[config.mk]
export PLATFORM = sky130hd
export DESIGN_NAME = tcps_port_status
export DESIGN_NICKNAME = d
export VERILOG_FILES = /design/src/design/tcps_pkg.sv /design/src/design/tcps_debounce.sv /design/src/design/tcps_port_status.sv /design/src/design/tcps_sync.sv
export SDC_FILE = /design/constraint.sdc
export NUM_CORES = 1
export LEC_CHECK = 0
export ABC_AREA = 0
export BUFFER_PORTS_ARGS = -buffer_cell sky130_fd_sc_hd__buf_2
export CAP_MARGIN = 20
export CORE_AREA = 5 5 94 96
export CTS_CLUSTER_SIZE = 8
export DETAILED_ROUTE_END_ITERATION = 10
export DIE_AREA = 0 0 99 101
export PLACE_DENSITY_LB_ADDON = 0.15
export SYNTH_ARGS = -nofsm -noshare
export SYNTH_HDL_FRONTEND = slang
export SYNTH_SLANG_ARGS = --single-unit
[constraint.sdc]
create_clock -name pclk -period 2.29 [get_ports pclk]
set_input_delay 0 -clock pclk [delete_from_list [all_inputs] [get_ports pclk]]
set_output_delay 0 -clock pclk [all_outputs]
set_load 0.05 [all_outputs]
[src/design/tcps_pkg.sv]
// constants, types and register map of the type-c port status and control block
package tcps_pkg;

	// register byte offsets
	localparam logic [7:0] ADDR_CTRL = 8'h00;
	localparam logic [7:0] ADDR_STATUS = 8'h04;
	localparam logic [7:0] ADDR_FLAGS = 8'h08;
	localparam logic [7:0] ADDR_PINS = 8'h0C;

	// control register fields
	localparam int CTRL_ADV_LSB = 0;
	localparam logic [1:0] CTRL_ADV_RESET = 2'h0;

	// flag register fields, write one to clear
	localparam int FLAG_INT_BIT = 0;
	localparam int FLAG_FAULT_BIT = 1;

	// status register fields
	localparam int ST_DET_LSB = 0;
	localparam int ST_ACC_LSB = 2;
	localparam int ST_VCONN_BIT = 5;
	localparam int ST_SNK_BIT = 6;
	localparam int ST_SRC_BIT = 7;
	localparam int ST_STRAP_BIT = 8;
	localparam int ST_ADDR6_BIT = 9;
	localparam int ST_BLOCK_BIT = 10;
	localparam int ST_W = 11;

	// accessory kind codes
	localparam logic [2:0] ACC_NONE = 3'h0;
	localparam logic [2:0] ACC_AUDIO = 3'h4;
	localparam logic [2:0] ACC_DBG_SRC = 3'h6;
	localparam logic [2:0] ACC_DBG_SNK = 3'h7;

	// three-level interface select pin codes
	localparam logic [1:0] SEL_LOW = 2'h0;
	localparam logic [1:0] SEL_FLOAT = 2'h1;
	localparam logic [1:0] SEL_HIGH = 2'h2;

	// port configuration codes
	localparam logic [1:0] CFG_SRC = 2'h0;
	localparam logic [1:0] CFG_SNK = 2'h1;
	localparam logic [1:0] CFG_DRP = 2'h2;

	// timing
	localparam int CLK_MHZ = 25;
	localparam int CC_DEBOUNCE_US = 100;
	localparam int CC_DEBOUNCE_CYC = CC_DEBOUNCE_US * CLK_MHZ;
	localparam logic [1:0] STRAP_WAIT = 2'h2;

	typedef enum logic [2:0] {CC_OPEN, CC_RA, CC_RD, CC_RP_DEF, CC_RP_MED, CC_RP_HIGH} tcps_cc_t;
	typedef enum logic [1:0] {CUR_DEF, CUR_MED, CUR_HIGH} tcps_cur_t;
	typedef enum {VC_OFF, VC_ON, VC_BLOCK} tcps_vc_t;

endpackage

[src/design/tcps_debounce.sv]
// debouncer: passes a vector once it has held steady for a set count
`timescale 1ns/10ps
module tcps_debounce #(
	parameter int W = 6,
	parameter int CYC = 2500
) (
	input wire logic pclk,
	input wire logic presetn,
	input wire logic [W-1:0] d,
	output logic [W-1:0] q,
	output logic stable
);
	logic [W-1:0] last;
	logic [W-1:0] next_last;
	logic [W-1:0] next_q;
	logic [11:0] cnt;
	logic [11:0] next_cnt;
	logic next_stable;

	// restart the count on any change, release after the full count
	always_comb begin
		next_last = d;
		next_q = q;
		next_cnt = cnt;
		next_stable = stable;
		if (d != last) begin
			next_cnt = 12'h000;
			next_stable = 1'b0;
		end else if (cnt == 12'(CYC - 1)) begin
			next_q = last;
			next_stable = 1'b1;
		end else begin
			next_cnt = cnt + 12'h001;
		end
	end

	// state registers
	always_ff @(posedge pclk or negedge presetn) begin
		if (!presetn) begin
			last <= '0;
			q <= '0;
			cnt <= 12'h000;
			stable <= 1'b0;
		end else begin
			last <= next_last;
			q <= next_q;
			cnt <= next_cnt;
			stable <= next_stable;
		end
	end
endmodule // tcps_debounce

[src/design/tcps_port_status.sv]
// type-c port status and control: current level, accessories, vconn, mode and status pins
`timescale 1ns/10ps
module tcps_port_status (
	input wire logic pclk,
	input wire logic presetn,
	input wire logic [7:0] paddr,
	input wire logic psel,
	input wire logic penable,
	input wire logic pwrite,
	input wire logic [31:0] pwdata,
	output logic [31:0] prdata,
	output logic pready,
	output logic pslverr,
	input wire logic [2:0] cc1_level,
	input wire logic [2:0] cc2_level,
	input wire logic [1:0] port_cfg,
	input wire logic [1:0] if_sel,
	input wire logic [1:0] cur_sel,
	input wire logic bus_power_sense,
	input wire logic vconn_ocp,
	input wire logic role_source,
	input wire logic attached_src,
	input wire logic attached_snk,
	output logic [1:0] rp_strength,
	output logic vconn_cc1_en,
	output logic vconn_cc2_en,
	output logic charge_through_en,
	output logic strap_mode,
	output logic target_addr_bit6,
	input wire logic current_code_out_a_in,
	output logic current_code_out_a_drv,
	output logic current_code_out_a_oe,
	input wire logic current_code_out_b_in,
	output logic current_code_out_b_drv,
	output logic current_code_out_b_oe,
	input wire logic audio_detect_out_in,
	output logic audio_detect_out_drv,
	output logic audio_detect_out_oe
);
	import tcps_pkg::*;

	logic [16:0] sync_q;
	logic [5:0] cc_db;
	logic cc_stable;
	tcps_cc_t cc1, cc2;
	logic [1:0] s_cfg, s_if_sel, s_cur_sel;
	logic vbus, ocp_s, ocp_q, ocp_rise;
	logic [2:0] s_pins;
	logic [1:0] strap_cnt, next_strap_cnt;
	logic strap_done, next_strap_done, next_strap_mode, next_addr6;
	logic src_role, snk_role, sink_att, src_att, audio, dbg_src, dbg_snk;
	logic [2:0] acc_kind;
	tcps_cur_t det_level, adv_sel;
	logic vconn_req, req_side;
	tcps_vc_t vc_state, next_vc_state;
	logic vc_side, next_vc_side, seen_detach, next_seen_detach;
	logic [1:0] ctrl_adv, next_ctrl_adv;
	logic int_pending, next_int_pending, fault_flag, next_fault_flag;
	logic [ST_W-1:0] status_now, status_q;
	logic [1:0] next_rp;
	logic wr_en, new_info;

	// pin levels cross into the clock domain first; the role and attach inputs are used unsynchronised
	tcps_sync #(.W(17)) u_sync (
		.pclk(pclk),
		.presetn(presetn),
		.d({cc1_level, cc2_level, port_cfg, if_sel, cur_sel, bus_power_sense, vconn_ocp,
			current_code_out_a_in, current_code_out_b_in, audio_detect_out_in}),
		.q(sync_q)
	);
	assign s_cfg = sync_q[10:9];
	assign s_if_sel = sync_q[8:7];
	assign s_cur_sel = sync_q[6:5];
	assign vbus = sync_q[4];
	assign ocp_s = sync_q[3];
	assign s_pins = sync_q[2:0];

	tcps_debounce #(.W(6), .CYC(CC_DEBOUNCE_CYC)) u_deb (
		.pclk(pclk),
		.presetn(presetn),
		.d(sync_q[16:11]),
		.q(cc_db),
		.stable(cc_stable)
	);
	assign cc1 = tcps_cc_t'(cc_db[5:3]);
	assign cc2 = tcps_cc_t'(cc_db[2:0]);
	function automatic logic is_rp(input tcps_cc_t c);
		is_rp = (c == CC_RP_DEF) || (c == CC_RP_MED) || (c == CC_RP_HIGH);
	endfunction
	function automatic tcps_cur_t rp_level(input tcps_cc_t c);
		case (c)
			CC_RP_MED: rp_level = CUR_MED;
			CC_RP_HIGH: rp_level = CUR_HIGH;
			default: rp_level = CUR_DEF;
		endcase
	endfunction

	// catch interface select once, after the synchroniser settles
	always_comb begin
		next_strap_cnt = strap_cnt;
		next_strap_done = strap_done;
		next_strap_mode = strap_mode;
		next_addr6 = target_addr_bit6;
		if (!strap_done) begin
			if (strap_cnt == STRAP_WAIT) begin
				next_strap_done = 1'b1;
				next_strap_mode = (s_if_sel == SEL_FLOAT);
				next_addr6 = (s_if_sel == SEL_HIGH);
			end else begin
				next_strap_cnt = strap_cnt + 2'h1;
			end
		end
	end

	// strap registers
	always_ff @(posedge pclk or negedge presetn) begin
		if (!presetn) begin
			strap_cnt <= 2'h0;
			strap_done <= 1'b0;
			strap_mode <= 1'b1;
			target_addr_bit6 <= 1'b0;
		end else begin
			strap_cnt <= next_strap_cnt;
			strap_done <= next_strap_done;
			strap_mode <= next_strap_mode;
			target_addr_bit6 <= next_addr6;
		end
	end

	// attach, role and accessory detection
	always_comb begin
		src_role = (s_cfg == CFG_SRC) || ((s_cfg == CFG_DRP) && role_source);
		// dual role resolves to sink only with bus power
		snk_role = (s_cfg == CFG_SNK) || ((s_cfg == CFG_DRP) && !role_source && vbus);
		// sink attach waits for stable cc and bus power
		sink_att = attached_snk && snk_role && cc_stable && vbus && (is_rp(cc1) || is_rp(cc2));
		src_att = attached_src && src_role && ((cc1 == CC_RD) || (cc2 == CC_RD));
		// passive audio needs Ra on both
		audio = cc_stable && (cc1 == CC_RA) && (cc2 == CC_RA);
		dbg_src = cc_stable && src_role && (cc1 == CC_RD) && (cc2 == CC_RD);
		// debug as sink, gated by bus power
		dbg_snk = cc_stable && snk_role && vbus && is_rp(cc1) && is_rp(cc2);
		if (audio) begin
			acc_kind = ACC_AUDIO;
		end else if (dbg_snk) begin
			acc_kind = ACC_DBG_SNK;
		end else if (dbg_src) begin
			acc_kind = ACC_DBG_SRC;
		end else begin
			acc_kind = ACC_NONE;
		end
		if (!sink_att) begin
			det_level = CUR_DEF;
		end else if (is_rp(cc1)) begin
			det_level = rp_level(cc1);
		end else begin
			det_level = rp_level(cc2);
		end
		adv_sel = strap_mode ? tcps_cur_t'(s_cur_sel) : tcps_cur_t'(ctrl_adv);
		// vconn request: attached source, Rd one side, Ra other
		vconn_req = src_att && src_role
			&& (((cc1 == CC_RD) && (cc2 == CC_RA)) || ((cc2 == CC_RD) && (cc1 == CC_RA)));
		req_side = (cc1 == CC_RD);
		ocp_rise = ocp_s && !ocp_q;
	end
	assign charge_through_en = dbg_src && (s_cfg == CFG_SRC);

	// vconn switch control
	always_comb begin
		next_vc_state = vc_state;
		next_vc_side = vc_side;
		next_seen_detach = seen_detach;
		case (vc_state)
			VC_OFF: begin
				if (vconn_req && !fault_flag) begin
					next_vc_state = VC_ON;
					next_vc_side = req_side;
				end
			end
			VC_ON: begin
				if (ocp_rise) begin
					next_vc_state = VC_BLOCK;
					next_seen_detach = 1'b0;
				// withdraw on detach with cable gone
				end else if (!attached_src && ((vc_side ? cc2 : cc1) != CC_RA)) begin
					next_vc_state = VC_OFF;
				end
			end
			VC_BLOCK: begin
				if (!strap_mode) begin
					if (!fault_flag) begin
						next_vc_state = VC_OFF;
					end
				end else begin
					// held off until detach then re-attach
					if (!attached_src) begin
						next_seen_detach = 1'b1;
					end else if (seen_detach) begin
						next_vc_state = VC_OFF;
					end
				end
			end
			default: next_vc_state = VC_OFF;
		endcase
	end

	// vconn registers
	always_ff @(posedge pclk or negedge presetn) begin
		if (!presetn) begin
			vc_state <= VC_OFF;
			vc_side <= 1'b0;
			seen_detach <= 1'b0;
			ocp_q <= 1'b0;
		end else begin
			vc_state <= next_vc_state;
			vc_side <= next_vc_side;
			seen_detach <= next_seen_detach;
			ocp_q <= ocp_s;
		end
	end
	assign vconn_cc1_en = (vc_state == VC_ON) && !vc_side;
	assign vconn_cc2_en = (vc_state == VC_ON) && vc_side;
	// status word as software sees it
	assign status_now = {vc_state == VC_BLOCK, target_addr_bit6, strap_mode, src_att, sink_att,
		vc_state == VC_ON, acc_kind, det_level};
	assign wr_en = psel && penable && pwrite;
	assign new_info = strap_done && !strap_mode && (status_now != status_q);
	// register file next values
	always_comb begin
		next_ctrl_adv = ctrl_adv;
		next_int_pending = int_pending;
		next_fault_flag = fault_flag;
		next_rp = src_att ? adv_sel : CUR_DEF;
		if (wr_en && (paddr == ADDR_CTRL)) begin
			next_ctrl_adv = pwdata[CTRL_ADV_LSB +: 2];
		end
		if (wr_en && (paddr == ADDR_FLAGS)) begin
			if (pwdata[FLAG_INT_BIT]) begin
				next_int_pending = 1'b0;
			end
			if (pwdata[FLAG_FAULT_BIT]) begin
				next_fault_flag = 1'b0;
			end
		end
		// new info sets pending, set wins
		if (new_info) begin
			next_int_pending = 1'b1;
		end
		if (ocp_rise && !strap_mode && (vc_state == VC_ON)) begin
			next_fault_flag = 1'b1;
		end
	end

	// register file
	always_ff @(posedge pclk or negedge presetn) begin
		if (!presetn) begin
			ctrl_adv <= CTRL_ADV_RESET;
			int_pending <= 1'b0;
			fault_flag <= 1'b0;
			status_q <= '0;
			rp_strength <= CUR_DEF;
		end else begin
			ctrl_adv <= next_ctrl_adv;
			int_pending <= next_int_pending;
			fault_flag <= next_fault_flag;
			status_q <= status_now;
			rp_strength <= next_rp;
		end
	end

	// apb read and answer, zero wait states
	always_comb begin
		prdata = 32'h0000_0000;
		pslverr = 1'b0;
		case (paddr)
			ADDR_CTRL: prdata = {30'h0000_0000, ctrl_adv};
			ADDR_STATUS: prdata = {21'h00_0000, status_q};
			ADDR_FLAGS: prdata = {30'h0000_0000, fault_flag, int_pending};
			ADDR_PINS: prdata = {29'h0000_0000, s_pins};
			default: pslverr = psel && penable;
		endcase
	end
	assign pready = 1'b1;

	// open-drain pins only ever pull low
	assign current_code_out_a_drv = 1'b0;
	assign current_code_out_b_drv = 1'b0;
	assign audio_detect_out_drv = 1'b0;
	assign current_code_out_a_oe = strap_mode && strap_done && (status_q[ST_DET_LSB +: 2] != CUR_DEF);
	assign current_code_out_b_oe = strap_mode && strap_done && (status_q[ST_DET_LSB +: 2] == CUR_HIGH);
	// audio pin in strap mode, interrupt otherwise
	assign audio_detect_out_oe = strap_mode ? (strap_done && (status_q[ST_ACC_LSB +: 3] == ACC_AUDIO))
		: int_pending;
endmodule // tcps_port_status

[src/design/tcps_sync.sv]
// two flip-flop synchroniser for a vector of pin levels
`timescale 1ns/10ps
module tcps_sync #(
	parameter int W = 1
) (
	input wire logic pclk,
	input wire logic presetn,
	input wire logic [W-1:0] d,
	output logic [W-1:0] q
);
	logic [W-1:0] meta;
	logic [W-1:0] next_meta;
	logic [W-1:0] next_q;

	// first stage feeds only the second
	always_comb begin
		next_meta = d;
		next_q = meta;
	end

	// stage registers
	always_ff @(posedge pclk or negedge presetn) begin
		if (!presetn) begin
			meta <= '0;
			q <= '0;
		end else begin
			meta <= next_meta;
			q <= next_q;
		end
	end
endmodule // tcps_sync

==> impl_metrics.json <==
{
  "drv_slew": 0,
  "vias": 2519,
  "utilization_pct": 56.57,
  "path_class": "flip-flop to flip-flop",
  "antenna_found_initial": 0,
  "initial_utilization_pct": 47.50,
  "maxSlewHeadroom_pct": 57.86,
  "numCtsBuffers": 9,
  "vias_per_cell": 4.762,
  "grt_overflow_total": 0,
  "clock_path_buffers": 2,
  "holdBufCountCts": 21,
  "cp_num_cells": 6,
  "finalClockSkew_ns": 0.009666,
  "netlist_instances": 334,
  "ys_seq_elements": 86,
  "clk_pin_slew_worst_paths_ns": 0.08,
  "synthArstFlopShare_pct": 100.0,
  "synth.cell_area_um2": 3785,
  "portBuffers": 56,
  "status": "complete, no violations",
  "cp_cell_sequence": "or3b_4 > a21oi_2 > a32oi_1 > xor2_1 > nand4_1 > o31a_1",
  "synthDistinctLibCells": 57,
  "sw_frac_of_total_pct": 25.36,
  "grt_first_pass_wirelength_um": 11640,
  "ys_seq_area_share_pct": 56.89,
  "worstPathMaxFanout": 5,
  "wl_per_cell_um": 12.93,
  "slowest_delay_ns": 0.43,
  "ys_top_cells_by_area": "dfrtp_1 56%, buf_4 5.0%, xor2_1 3.9%, nor2_1 3.4%, xnor2_1 2.1%",
  "num_rows": 33,
  "io_pins": 112,
  "startpoint": "u_sync.q[9]",
  "netSwitchingPower_w": 0.0007317,
  "ctsResizeCount": 0,
  "synth_ff_type": "dfrtp_1",
  "design_area_um2": 4508,
  "synth.top_cell.area_share_pct": 56.20,
  "min_path_type": "input pin to flip-flop",
  "die_area_um2": 9999,
  "syn_area_per_cell_um2": 11.33,
  "fmax_mhz": 510.3,
  "grt_usage_pct": 14.67,
  "ir_worst_vdd_v": 0.0004597,
  "worst_slew_pin_slew_ns": 0.6321,
  "internal_power_w": 0.002154,
  "post_dp_cell_area_um2": 4103,
  "cp-end-kind": "flip-flop",
  "htreeDepth": 3,
  "comb_power_share_pct": 8.7,
  "hold_violations": 0,
  "pwr-share-seq_pct": 55.2,
  "root_buffer": "clkbuf_8",
  "endpoint": "int_pending",
  "crit_family": "compound AO/OA/AOI/OAI gates",
  "yosysMostFrequentCell": "dfrtp_1",
  "worstSetupStartpointType": "flip-flop",
  "critPathRequiredTime_ns": 2.52,
  "gp_congestion": 0.8312,
  "p_clk_share_pct": 36.1,
  "diodes": 0,
  "setup_ws_ns": 0.3305,
  "fin_crit_ns": 1.960,
  "hold_slack_ns": 0.08880,
  "grt_pass1_vias": 2489,
  "initialDrtViolationCount": 68,
  "seqCellArea_um2": 2153,
  "wirelength_um": 6842,
  "insertion_delay_ns": 0.35,
  "n_fill_cell": 709,
  "dieHeight_um": 101,
  "cap_violations": 0,
  "cp.arrival_ns": 2.19,
  "multiInputGateArea_um2": 1429,
  "nNetsFinal": 486,
  "r2r_end": "int_pending",
  "postRouteAntennaNets": 0,
  "setup_viol": 0,
  "die_w_um": 99,
  "synth_edf_count": 0,
  "cts.sinks": 86,
  "yosysWarnings": 0,
  "worst-r2r-setup-slack_ns": 0.33,
  "grt_max_degree": 51,
  "hpwl_um": 4906,
  "drcViolationCount": 0,
  "core-area_um2": 7969,
  "fin_crit_sh_pct": 85.57,
  "areaGrowthSynthToFinish_pct": 19.11,
  "synth_top_area_cell": "dfrtp_1",
  "synth_common_cells": "85 x dfrtp_1, 34 x nor2_1, 25 x buf_4",
  "reg2reg_depth": 6,
  "rr_startpoint": "u_sync.q[9]",
  "drive_gt1_share_pct": 23.11,
  "cp_slowest_cell": "dfrtp_1",
  "cts_setup_buffers": 0,
  "cts_tree": "done",
  "dr.pass1.iters": 4,
  "grt_setup_unrepaired": "no",
  "crit_buf_inv": 0,
  "preCtsSetupSlack_ns": 0.3383,
  "p_leak_nw": 2.131,
  "fin_tns_setup_ns": 0,
  "p_per_area_nw_per_um2": 640.2
}
-- how the worst min path moves through the flow --
| stage | start | end | slack, ns | cells past startpoint |
|---|---|---|---|---|
| after floorplan | presetn | ctrl_adv[0] | -0.30 | 0 |
| after global placement | presetn | rp_strength[1] | 0.07 | 1 |
| after detailed placement | presetn | rp_strength[1] | 0.07 | 1 |
| after CTS | attached_snk | status_q[6] | 0.07 | 4 |
| after global routing | attached_snk | status_q[0] | 0.1 | 4 |
| final | attached_snk | status_q[6] | 0.09 | 4 |
-- per-layer routing --
| layer | track usage (%) | part of all wire [%] | vias to the layer above | wire length [um] |
|---|---|---|---|---|
| li1 | - | - | 1250 | - |
| met1 | 19.30 | 46 | 1187 | 3118 |
| met2 | 23.14 | 46 | 66 | 3165 |
| met3 | 3.253 | 6.0 | 16 | 412 |
| met4 | 6.933 | 2.1 | 0 | 145 |
| met5 | 0 | 0 | - | 0 |
-- layout by cell type (no fill, tap or decap), types with 2 or more instances in the layout --
cell type | netlist | routed
a32oi_1 | 2 | 2
dfrtp_1 | 85 | 85
nor3_4 | 2 | 2
a21oi_1 | 6 | 6
and2_1 | 11 | 11
conb_1 | 2 | 25
xor2_1 | 17 | 17
clkinvlp_4 | 0 | 2
ha_1 | 2 | 2
nor3_1 | 6 | 6
dlygate4sd3_1 | 0 | 21
mux2i_1 | 5 | 5
nand4_1 | 5 | 5
and3_1 | 4 | 4
nor4_1 | 3 | 3
nor3b_1 | 2 | 2
buf_2 | 1 | 55
o21ai_0 | 13 | 13
buf_4 | 25 | 4
mux2_2 | 6 | 6
mux4_2 | 2 | 2
o211ai_1 | 3 | 3
nand3b_1 | 5 | 5
o22ai_1 | 2 | 2
nand3_1 | 11 | 11
or2b_2 | 2 | 2
nand2b_1 | 4 | 4
nor2_1 | 34 | 34
clkbuf_8 | 1 | 9
nor2b_1 | 5 | 5
xnor2_1 | 9 | 9
nand2_1 | 16 | 16
inv_6 | 0 | 2
inv_1 | 16 | 16
-- per-stage QoR --
step | std cells | power, W
final | 529 | 0.002886
after global routing | 529 | 0.003030
after CTS | 529 | 0.002930
after detailed placement | 492 | 0.001851
after global placement | 492 | 0.001846
after floorplan | 357 | 0.001798
-- sequential cells by signal, indices dropped and copies added (netlist names), 2 cells and up --
name,flops
u_sync.q,17
vc_state,2
u_deb.q,6
strap_cnt,2
u_sync.meta,17
ctrl_adv,2
rp_strength,2
u_deb.cnt,12
u_deb.last,6
status_q,11
-- area by class of cell --
class | count | share of cell area [%]
clock buffers | 10 | 2.831
clock inverters | 6 | 1.499
inverters | 17 | 1.415
multi-input cells | 224 | 31.70
flip-flops and latches | 86 | 47.77
well taps | 105 | 2.914
repair buffers | 81 | 11.88
-- worst reg2reg max path, cell delays in order, from the launching register on --
cell and delay [ns]:
dfrtp_1 0.43, or3b_4 0.43, a21oi_2 0.26, a32oi_1 0.19, xor2_1 0.16, nand4_1 0.10
o31a_1 0.28
-- kinds of logic (layout without fill, tap and decap cells) --
family / count (synthesis) / after routing / synth area share [%]
other cells: 2 / 25 / 0.1984
xor+xnor: 26 / 26 / 6.017
buf+inv: 47 / 114 / 7.636
fa+ha+maj: 2 / 2 / 0.6611
simple gates: 119 / 119 / 17.32
flops: 86 / 86 / 56.89
compound gates: 39 / 39 / 6.975
mux: 13 / 13 / 4.297
-- power groups by stage --
stage                     clock [W]  sequential [W]  combinational, W
final                       0.00104         0.00159          0.000251
after global routing        0.00115         0.00160          0.000275
after CTS                   0.00108         0.00159          0.000253
after detailed placement          0         0.00163          0.000226
after global placement            0         0.00162          0.000223
after floorplan                   0         0.00162          0.000176
No activity file was read; power rests on OpenSTA's default activity.
